--- config.mk ---
export PLATFORM = sky130hd
export DESIGN_NAME = srd_decode
export DESIGN_NICKNAME = d
export VERILOG_FILES = /design/src/pkg/srd_pkg.sv /design/src/core/srd_decode.sv
export SDC_FILE = /design/constraint.sdc
export NUM_CORES = 2
export LEC_CHECK = 0
export BUFFER_PORTS_ARGS = -buffer_cell sky130_fd_sc_hd__buf_2
export CELL_PAD_IN_SITES_DETAIL_PLACEMENT = 1
export CELL_PAD_IN_SITES_GLOBAL_PLACEMENT = 2
export CORE_ASPECT_RATIO = 0.9
export CORE_MARGIN = 1
export CORE_UTILIZATION = 30
export CTS_BUF_LIST = sky130_fd_sc_hd__clkbuf_4
export DETAILED_ROUTE_END_ITERATION = 8
export PLACE_DENSITY_LB_ADDON = 0.25
export SLEW_MARGIN = 20
export SYNTH_ARGS = -nofsm -noshare
export SYNTH_HDL_FRONTEND = slang
export SYNTH_SLANG_ARGS = --single-unit
export TNS_END_PERCENT = 30
--- constraint.sdc ---
create_clock -name clock_i -period 24.6 [get_ports clock_i]
set_clock_uncertainty 0.05 [all_clocks]
set_input_delay 1.23 -clock clock_i [delete_from_list [all_inputs] [get_ports clock_i]]
set_output_delay 1.23 -clock clock_i [all_outputs]
set_load 0.005 [all_outputs]
--- src/pkg/srd_pkg.sv ---
// Purpose: Constants and carriers for the streaming read command decoder
// Assumes: 25 MHz controller clock, byte wide command-block port
// Notes:   Register indices are local to this block
package srd_pkg;

	// Command-block register indices (byte port address)
	localparam logic [3:0] SRD_ADR_FEATURE   = 4'h1;
	localparam logic [3:0] SRD_ADR_COUNT     = 4'h2;
	localparam logic [3:0] SRD_ADR_ADDR_LOW  = 4'h3;
	localparam logic [3:0] SRD_ADR_ADDR_MID  = 4'h4;
	localparam logic [3:0] SRD_ADR_ADDR_HIGH = 4'h5;
	localparam logic [3:0] SRD_ADR_UNIT      = 4'h6;
	localparam logic [3:0] SRD_ADR_OPCODE    = 4'h7;
	localparam logic [3:0] SRD_ADR_CONTROL   = 4'h8;
	localparam logic [3:0] SRD_ADR_UNIT_TIME = 4'h9;
	localparam logic [3:0] SRD_ADR_LOG       = 4'ha;

	// Opcode of the non-DMA streaming read
	localparam logic [7:0] SRD_OP_STREAM_READ = 8'h2b;

	// Feature field positions
	localparam int SRD_FB_EXPEDITE  = 7;
	localparam int SRD_FB_CONTINUE  = 6;
	localparam int SRD_FB_SCATTERED = 5;
	localparam int SRD_FB_RESUME    = 4;

	// Fault register bit positions
	localparam int SRD_EB_CHECKSUM  = 7;
	localparam int SRD_EB_UNRECOV   = 6;
	localparam int SRD_EB_NOTFOUND  = 4;
	localparam int SRD_EB_ABORTED   = 2;
	localparam int SRD_EB_TIMEOUT   = 0;

	// Condition and control register bit positions
	localparam int SRD_SB_BUSY      = 7;
	localparam int SRD_SB_READY     = 6;
	localparam int SRD_SB_STREAM    = 5;
	localparam int SRD_SB_FAULT     = 0;
	localparam int SRD_CB_HIGH_BYTE = 7;

	// Timing: one microsecond tick from the 25 MHz clock
	localparam int SRD_CLOCK_MHZ    = 25;
	localparam int SRD_TICK_NS      = 1000;
	localparam int SRD_CLOCK_NS     = 40;
	localparam int SRD_TICK_CYCLES  = SRD_TICK_NS / SRD_CLOCK_NS;

	// Reset values
	localparam logic [7:0]  SRD_RST_BYTE     = 8'h00;
	localparam logic [7:0]  SRD_RST_COND     = 8'h40;
	localparam logic [15:0] SRD_RST_UNIT     = 16'h0001;

	typedef enum logic [2:0] {
		SRD_IDLE = 3'b001,
		SRD_RUN  = 3'b010,
		SRD_DONE = 3'b100
	} srd_state_t;

	// A register pair: previous byte and current byte
	typedef struct packed {
		logic [7:0] prev;
		logic [7:0] cur;
	} srd_pair_t;

	// Command handed to the media side
	typedef struct packed {
		logic [2:0]  stream;
		logic [47:0] lba;
		logic [16:0] count;
		logic        expedite;
		logic        continuous;
		logic        scattered;
		logic        resume;
	} srd_cmd_t;

	// Per-sector result from the media side
	typedef struct packed {
		logic       valid;
		logic       checksum;
		logic       unrecov;
		logic       notfound;
		logic       aborted;
	} srd_sect_t;

endpackage : srd_pkg

--- src/core/srd_decode.sv ---
// Purpose: Decode and run the streaming read command of the command block
// Assumes: Host writes previous byte then current byte of each register
// Notes:   Media side reports one result per sector; no data buffering
// Summary of operation
// - Expedite bit asks fastest completion within limit
// - Continue bit suppresses abort on faults
// - Continuous faults: full transfer, stream fault, log type
// - Continuous timeout: stop, stream fault, log timeout
// - Continue clear runs normal streaming read
// - Always try full amount within limit (here only in continuous mode; normal mode stops at the first fault)
// - Resume bit restarts at last fault address
// - Feature bits 2:0 select the stream
// - Limit is previous feature times unit microseconds
// - Zero limit uses stream default, else none
// - Time counts from opcode write to interrupt
// - Limit below minimum is raised to minimum
// - Count is sixteen bits, zero means 65536
// - Address is 48 bits from byte pairs
// - Fault address returned by high byte select
// - Fault bit 0 marks completion timeout
// - Continuous fault: first address, consecutive count, log
// - Opcode 2Bh starts the streaming read
//
// Our own choices: the strobed register port and the placing of the registers.
module srd_decode
	import srd_pkg::*;
#(
	parameter int          STREAMS      = 8,
	parameter logic [15:0] MIN_LIMIT_US = 16'h0001
)(
	input  wire logic        clock_i,
	input  wire logic        rst_b_i,
	input  wire logic [3:0]  addr_i,
	input  wire logic [7:0]  wdata_i,
	input  wire logic        wr_i,
	input  wire logic        rd_i,
	output logic      [7:0]  rdata_o,
	input  wire logic        cfg_wr_i,
	input  wire logic [2:0]  cfg_stream_i,
	input  wire logic [15:0] cfg_limit_i,
	output srd_cmd_t         cmd_o,
	output logic             cmd_start_o,
	output logic             cmd_stop_o,
	input  wire srd_sect_t   sect_i,
	output logic             completion_interrupt_o
);

	typedef struct packed {
		srd_state_t  state;
		srd_pair_t   feat;
		srd_pair_t   count;
		srd_pair_t   a_low;
		srd_pair_t   a_mid;
		srd_pair_t   a_high;
		logic [7:0]  unit_sel;
		logic [7:0]  control;
		logic [15:0] unit_us;
		logic [7:0]  fault;
		logic [7:0]  cond;
		logic [7:0]  log;
		srd_cmd_t    cmd;
		logic [16:0] done_cnt;
		logic [47:0] bad_lba;
		logic [15:0] bad_run;
		logic        bad_seen;
		logic        run_open;
		logic [23:0] limit_us;
		logic        limit_on;
		logic [23:0] us_cnt;
		logic [4:0]  tick_cnt;
		logic        start;
		logic        stop;
		logic        irq;
		logic [7:0]  rdata;
		logic [STREAMS-1:0][15:0] dflt;
		logic [STREAMS-1:0][47:0] last_bad;
	} srd_reg_t;

	srd_reg_t s_r;
	srd_reg_t s_nxt;

	// Shift a new current byte in, pushing the old one to previous
	function automatic srd_pair_t srd_push(input srd_pair_t p,
		input logic [7:0] b);
		srd_pair_t q;
		q.prev = p.cur;
		q.cur  = b;
		return q;
	endfunction : srd_push

	// Pick previous byte when high byte select is set
	function automatic logic [7:0] srd_pick(input srd_pair_t p,
		input logic high_byte_select);
		return high_byte_select ? p.prev : p.cur;
	endfunction : srd_pick

	logic [23:0] req_us;
	logic [15:0] sel_dflt;
	logic [47:0] fault_lba;
	logic [16:0] sect_left;
	logic        any_fault;
	logic        tick;

	// Requested limit in microseconds and the stream default
	always_comb
	begin
		// Widen before the product so large units do not wrap at 16 bits
		req_us   = 24'(s_r.feat.prev) * 24'(s_r.unit_us);
		sel_dflt = s_r.dflt[s_r.feat.cur[2:0]];
		any_fault = sect_i.checksum | sect_i.unrecov |
			sect_i.notfound | sect_i.aborted;
		sect_left = s_r.cmd.count - s_r.done_cnt;
		tick = (s_r.tick_cnt == 5'(SRD_TICK_CYCLES - 1));
		fault_lba = s_r.cmd.lba + 48'(s_r.done_cnt);
	end

	// Whole next-state computation
	always_comb
	begin
		s_nxt       = s_r;
		s_nxt.start = 1'b0;
		s_nxt.stop  = 1'b0;
		s_nxt.irq   = 1'b0;
		s_nxt.rdata = SRD_RST_BYTE;

		// Default limits from the stream configuration path
		if (cfg_wr_i)
			s_nxt.dflt[cfg_stream_i] = cfg_limit_i;

		// Register writes are only honoured while not busy
		if (wr_i && s_r.state != SRD_RUN)
		begin
			case (addr_i)
				SRD_ADR_FEATURE:   s_nxt.feat   = srd_push(s_r.feat, wdata_i);
				SRD_ADR_COUNT:     s_nxt.count  = srd_push(s_r.count, wdata_i);
				SRD_ADR_ADDR_LOW:  s_nxt.a_low  = srd_push(s_r.a_low, wdata_i);
				SRD_ADR_ADDR_MID:  s_nxt.a_mid  = srd_push(s_r.a_mid, wdata_i);
				SRD_ADR_ADDR_HIGH: s_nxt.a_high = srd_push(s_r.a_high, wdata_i);
				SRD_ADR_UNIT:      s_nxt.unit_sel = wdata_i;
				SRD_ADR_CONTROL:   s_nxt.control  = wdata_i;
				SRD_ADR_UNIT_TIME: s_nxt.unit_us  =
					{s_r.unit_us[7:0], wdata_i};
				default: ;
			endcase
		end

		// Opcode write launches the command
		if (wr_i && addr_i == SRD_ADR_OPCODE && s_r.state != SRD_RUN)
		begin
			if (wdata_i == SRD_OP_STREAM_READ)
			begin
				s_nxt.cmd.stream     = s_r.feat.cur[2:0];
				s_nxt.cmd.expedite   = s_r.feat.cur[SRD_FB_EXPEDITE];
				s_nxt.cmd.continuous = s_r.feat.cur[SRD_FB_CONTINUE];
				s_nxt.cmd.scattered  = s_r.feat.cur[SRD_FB_SCATTERED];
				s_nxt.cmd.resume     = s_r.feat.cur[SRD_FB_RESUME];
				// Address from previous and current bytes
				s_nxt.cmd.lba = {s_r.a_high.prev, s_r.a_mid.prev,
					s_r.a_low.prev, s_r.a_high.cur, s_r.a_mid.cur,
					s_r.a_low.cur};
				// Resume uses the stream's last fault address
				if (s_r.feat.cur[SRD_FB_RESUME])
					s_nxt.cmd.lba = s_r.last_bad[s_r.feat.cur[2:0]];
				s_nxt.cmd.count = ({s_r.count.prev, s_r.count.cur} == 16'h0000)
					? 17'h10000
					: {1'b0, s_r.count.prev, s_r.count.cur};
				// Choose the limit
				if (req_us != 24'h000000)
				begin
					s_nxt.limit_on = 1'b1;
					s_nxt.limit_us = req_us;
				end
				else
				begin
					s_nxt.limit_on = (sel_dflt != 16'h0000);
					s_nxt.limit_us = 24'(sel_dflt) * 24'(s_r.unit_us);
				end
				if (s_nxt.limit_on && s_nxt.limit_us < 24'(MIN_LIMIT_US))
					s_nxt.limit_us = 24'(MIN_LIMIT_US);
				s_nxt.us_cnt   = 24'h000000;
				s_nxt.tick_cnt = 5'h00;
				s_nxt.done_cnt = 17'h00000;
				s_nxt.bad_seen = 1'b0;
				s_nxt.run_open = 1'b0;
				s_nxt.bad_run  = 16'h0000;
				s_nxt.fault    = SRD_RST_BYTE;
				s_nxt.log      = SRD_RST_BYTE;
				s_nxt.cond     = 8'h80;
				s_nxt.start    = 1'b1;
				s_nxt.state    = SRD_RUN;
			end
			else
			begin
				// Unknown opcode: abort at once
				s_nxt.fault = 8'h04;
				s_nxt.cond  = SRD_RST_COND | 8'h01;
				s_nxt.irq   = 1'b1;
				s_nxt.state = SRD_DONE;
			end
		end

		case (s_r.state)
			SRD_IDLE, SRD_DONE: ;
			SRD_RUN:
			begin
				// Microsecond timer from opcode write
				s_nxt.tick_cnt = tick ? 5'h00 : s_r.tick_cnt + 5'h01;
				if (tick)
					s_nxt.us_cnt = s_r.us_cnt + 24'h000001;
				if (sect_i.valid)
				begin
					s_nxt.done_cnt = s_r.done_cnt + 17'h00001;
					if (any_fault)
					begin
						// Record first fault and its run length
						if (!s_r.bad_seen)
						begin
							s_nxt.bad_seen = 1'b1;
							s_nxt.run_open = 1'b1;
							s_nxt.bad_lba  = fault_lba;
							s_nxt.bad_run  = 16'h0001;
							s_nxt.last_bad[s_r.cmd.stream] = fault_lba;
						end
						else if (s_r.run_open)
							s_nxt.bad_run = s_r.bad_run + 16'h0001;
						s_nxt.log = s_r.log |
							{sect_i.checksum, sect_i.unrecov, 1'b0,
							sect_i.notfound, 1'b0, sect_i.aborted,
							2'b00};
					end
					else
						s_nxt.run_open = 1'b0;
					// Normal mode stops at the first fault
					if (any_fault && !s_r.cmd.continuous)
					begin
						s_nxt.fault = {sect_i.checksum, sect_i.unrecov, 1'b0,
							sect_i.notfound, 1'b0, sect_i.aborted, 2'b00};
						s_nxt.cond  = SRD_RST_COND | 8'h01;
						s_nxt.stop  = 1'b1;
						s_nxt.irq   = 1'b1;
						s_nxt.state = SRD_DONE;
					end
					else if (sect_left == 17'h00001)
					begin
						// Full amount moved
						s_nxt.cond  = SRD_RST_COND |
							((s_nxt.bad_seen && s_r.cmd.continuous)
							? 8'h20 : 8'h00);
						s_nxt.irq   = 1'b1;
						s_nxt.state = SRD_DONE;
					end
				end
				// Time limit expiry ends the command
				if (s_r.limit_on && s_r.us_cnt >= s_r.limit_us &&
					s_nxt.state == SRD_RUN)
				begin
					s_nxt.stop = 1'b1;
					s_nxt.irq  = 1'b1;
					s_nxt.state = SRD_DONE;
					if (s_r.cmd.continuous)
					begin
						s_nxt.log  = s_nxt.log | 8'h01;
						s_nxt.cond = SRD_RST_COND | 8'h20;
					end
					else
					begin
						s_nxt.fault = s_nxt.fault | 8'h01;
						s_nxt.cond  = SRD_RST_COND | 8'h01;
					end
				end
			end
			default: s_nxt.state = SRD_IDLE;
		endcase

		// Register reads; fault address replaces input bytes after a sector fault
		if (rd_i)
		begin
			case (addr_i)
				SRD_ADR_FEATURE:   s_nxt.rdata = s_r.fault;
				SRD_ADR_COUNT:     s_nxt.rdata =
					s_r.bad_seen && s_r.cmd.continuous
					? (s_r.control[SRD_CB_HIGH_BYTE] ? s_r.bad_run[15:8]
					: s_r.bad_run[7:0])
					: srd_pick(s_r.count, s_r.control[SRD_CB_HIGH_BYTE]);
				SRD_ADR_ADDR_LOW:  s_nxt.rdata = s_r.bad_seen
					? (s_r.control[SRD_CB_HIGH_BYTE] ? s_r.bad_lba[31:24]
					: s_r.bad_lba[7:0])
					: srd_pick(s_r.a_low, s_r.control[SRD_CB_HIGH_BYTE]);
				SRD_ADR_ADDR_MID:  s_nxt.rdata = s_r.bad_seen
					? (s_r.control[SRD_CB_HIGH_BYTE] ? s_r.bad_lba[39:32]
					: s_r.bad_lba[15:8])
					: srd_pick(s_r.a_mid, s_r.control[SRD_CB_HIGH_BYTE]);
				SRD_ADR_ADDR_HIGH: s_nxt.rdata = s_r.bad_seen
					? (s_r.control[SRD_CB_HIGH_BYTE] ? s_r.bad_lba[47:40]
					: s_r.bad_lba[23:16])
					: srd_pick(s_r.a_high, s_r.control[SRD_CB_HIGH_BYTE]);
				SRD_ADR_UNIT:      s_nxt.rdata = s_r.unit_sel;
				SRD_ADR_OPCODE:    s_nxt.rdata = s_r.cond;
				SRD_ADR_CONTROL:   s_nxt.rdata = s_r.control;
				SRD_ADR_UNIT_TIME: s_nxt.rdata = s_r.unit_us[7:0];
				SRD_ADR_LOG:       s_nxt.rdata = s_r.log;
				default:           s_nxt.rdata = SRD_RST_BYTE;
			endcase
		end
	end

	// State register; synchronous reset to constants
	always_ff @(posedge clock_i)
	begin
		if (!rst_b_i)
		begin
			s_r          <= '0;
			s_r.state    <= SRD_IDLE;
			s_r.cond     <= SRD_RST_COND;
			s_r.unit_us  <= SRD_RST_UNIT;
		end
		else
			s_r <= s_nxt;
	end

	// Outputs straight from flip-flops
	assign rdata_o                = s_r.rdata;
	assign cmd_o                  = s_r.cmd;
	assign cmd_start_o            = s_r.start;
	assign cmd_stop_o             = s_r.stop;
	assign completion_interrupt_o = s_r.irq;

endmodule : srd_decode

==> impl_metrics.toml <==
[run_status]
status = "completed"

[synth]
synth_largest_area_cell = "dfxtp_1"
syn_area_per_cell_sq_um = 8.54
yosys.area_share.adder_pct = 14.3
synthFlopType = "dfxtp_1"
synthArstFlopShare_pct = 0
synthSimpleGateAreaFrac_pct = 16.7
synth_edf_count = 0
syn-num-nets = 6426
netlist_instances = 5956
synth_top_area_share_pct = 34.3
synthDistinctLibCells = 91
synthMuxAreaShare_pct = 8.93
synthTopCellsByArea = "dfxtp_1 34%, fa_1 10%, a21oi_1 8.3%, nand2_1 7.8%, mux4_2 6.9%"
yosysWarningCount = 0
synthXorXnorAreaFrac_pct = 2.22
synth_compound_area_share_pct = 16.5
yosys_register_bits = 871
syn_area_sq_um = 50900
synth_top_family_by_area = "simple AND/OR/NAND/NOR gates"
seq_area_frac_synth_pct = 34.3

[setup_path]
cp_max_fo = 57
critPathKind = "register to register"
r2r_cells = 25
timing.rr.end = "s_r[553]"
cp-end-kind = "register"
worst_setup_path_start_kind = "register"
r2r-start = "s_r[853]"
slowest_delay_ps = 860
crit_top_cell = "fa_1"
ff2ff_setup_slack_ps = 15570
crit_arrival_ps = 10020
required_ps = 25590
slowest_stage = "buf_4"

[cts]
clock_latency_ps = 1230
cts_sinks = 871
clk_pin_slew_worst_paths_ps = 60
cts_buffer_depth = 4
cts-htree-levels = 5
cts_setup_buffers = 0
cts_made_buffers = 279
cts_root_buf = "clkbuf_4"
postCtsHoldBufs = 0
ctsResizeCount = 0
cts_tree = "built"

[drt]
num_vias = 43300
vias_per_cell = 5.21
wl_mm = 192
wl_per_cell_um = 23.1
drt_iter0_markers = 2623
drtPass1Iterations = 5
antenna_left = 0
drc = 0

[global_route]
grt_pass1_wl_mm = 288
antenna_found_initial = 16
grt_overflow = 0
grt_pass1_vias = 44700
grt_max_degree = 210
grtUsageTotal_pct = 22.1

[pwr]
power_density_nw_per_um2 = 51.6
ir_worst_vdd_uv = 45.0
leakagePower_uw = 0.0213
power_uw = 2890

[sta]
setup_violations = 0
clock.fmax_mhz = 111
hold_ws_ps = 264
setup_tns_ps = 0
finalMaxSlewViolations = 0
hold_viol = 0
rsz0062_at_grt = "false"
fin_crit_sh_pct = 36.7
worst_slew_pin_slew_ps = 1130
finalCriticalPeriod_ps = 9030
max_slew_margin_pct = 24.8

[layout]
drive_gt1_share_pct = 13.6
nets = 6413
num-fill-cells = 19700
syn2layout_area_growth_pct = 9.92
ff_latch_area_sq_um = 17500
multi_input_area_sq_um = 30000

[placed_design]
gp_congestion = 0.832
place_hpwl_mm = 132
io_buffers = 123

[job]
drv_cap = 0

[floorplan]
dieArea_sq_um = 171000
die_h_um = 393
die_x_um = 436
io_pins = 124
initial_utilization_pct = 30.4
num_rows = 142
core_area_sq_um = 167000

[worst_hold_path]
hold_path_depth = 3
min_path_type = "primary input to register"
hp-start = "cfg_limit_i[11]"
hold_path_end = "s_r[443]"
## registers in the layout (all words and copies together) (netlist names)
register	count
completion_interrupt_o	1
cmd_stop_o	1
s_r	788
cmd_o	72
cmd_start_o	1
rdata_o	8
## worst max path at each step
| stage | to | start | cells after the start |
|---|---|---|---|
| 2_1_floorplan | s_r[553] | s_r[853] | 29 |
| 3_3_place_gp | s_r[553] | s_r[853] | 25 |
| 3_5_place_dp | s_r[553] | s_r[853] | 25 |
| 4_1_cts | s_r[553] | s_r[853] | 25 |
| 5_1_grt | s_r[553] | s_r[853] | 25 |
| 6_report | s_r[553] | s_r[853] | 25 |
## Yosys cell counts, drive strengths merged, types with 22 or more instances
| master | instances |
|---|---|
| nor3 | 49 |
| mux4 | 156 |
| xnor2 | 82 |
| a31oi | 24 |
| nand2 | 1059 |
| a211oi | 36 |
| nor4 | 22 |
| nor2b | 65 |
| o211ai | 62 |
| clkbuf | 358 |
| nor2 | 281 |
| dfxtp | 871 |
| inv | 362 |
| nand4 | 29 |
| buf | 138 |
| mux2i | 79 |
| and2 | 186 |
| nand2b | 34 |
| fa | 254 |
| a21oi | 847 |
| and3 | 31 |
| xor2 | 46 |
| a21o | 33 |
| o21ai | 369 |
| ha | 175 |
| nand3 | 91 |
## power by group
part	internal (uW)	leakage (uW)	switching (uW)
Clock	711	0.00183	655
Combinational	23.0	0.0125	75.2
Sequential	1420	0.00702	5.85
## cell families after synthesis
| group | Yosys count |
|---|---|
| flops | 871 |
| simple gates | 1907 |
| buf+inv | 859 |
| compound gates | 1506 |
| mux | 256 |
| xor+xnor | 128 |
| fa+ha+maj | 429 |
## metrics by stage
| step | cell area (sq um) | worst slack [ps] | utilization (%) | cells |
|---|---|---|---|---|
| 2_1_floorplan | 50900 | 16590 | - | 5956 |
| 3_3_place_gp | 52800 | 15630 | 31.6 | 7894 |
| 3_5_place_dp | 52900 | 15570 | 31.6 | 7894 |
| 4_1_cts | 55900 | 15530 | 33.4 | 8308 |
| 5_1_grt | 55900 | 15120 | 33.4 | 8313 |
| 6_report | 55900 | 15570 | 33.4 | 8315 |
## metal layers
layer | share of wire (%) | global-route usage (%)
met4 | 2.3 | 6.17
met2 | 46 | 35.9
met3 | 4.1 | 3.17
met5 | 0.021 | 0
met1 | 48 | 30.4
## layout make-up
cell class	instances	area share (%)
Sequential cell	871	31.2
Multi-Input combinational cell	4226	53.7
Clock buffer	374	5.02
Clock inverter	40	0.367
Antenna cell	7	0.0313
Tap cell	2232	4.99
Timing Repair Buffer	202	2.20
Inverter	363	2.45
## cell usage in the layout (no fill, tap or decap), types with 8 or more instances in the layout
cell	netlist	routed
a221oi_1	9	9
a22oi_1	17	17
mux4_2	156	156
o21ai_1	9	9
buf_4	85	78
xnor2_1	82	78
xor2_1	45	43
o21a_1	14	14
nand2b_1	34	34
nor3_1	48	41
a31oi_1	24	24
nand3_1	90	90
nor4_1	21	20
or3_1	14	14
or4_1	8	8
nor2b_1	65	64
and4_1	8	8
and3_1	31	29
buf_2	17	122
o21ai_0	359	359
mux2i_1	79	77
clkinv_1	1	32
o2111ai_1	12	12
inv_1	361	361
o211ai_1	62	62
nand4_1	29	29
a21o_1	33	33
fa_1	254	254
nor2_1	281	273
mux2_2	21	21
clkbuf_4	0	374
and2_1	184	183
a211oi_1	33	33
ha_1	175	175
nand2_1	1058	1056
o21bai_1	8	8
o22ai_1	8	8
a21oi_1	846	846
dfxtp_1	871	865
## worst max-delay path, delay by kind of cell, from the launching register on
family	cells	cell delay (ps)
xor+xnor	1	100
fa+ha+maj	7	3280
compound gates	8	1920
flops	1	650
buf+inv	5	1060
simple gates	2	670
mux	2	1080
Note: power is estimated with default switching activity, not from simulation.
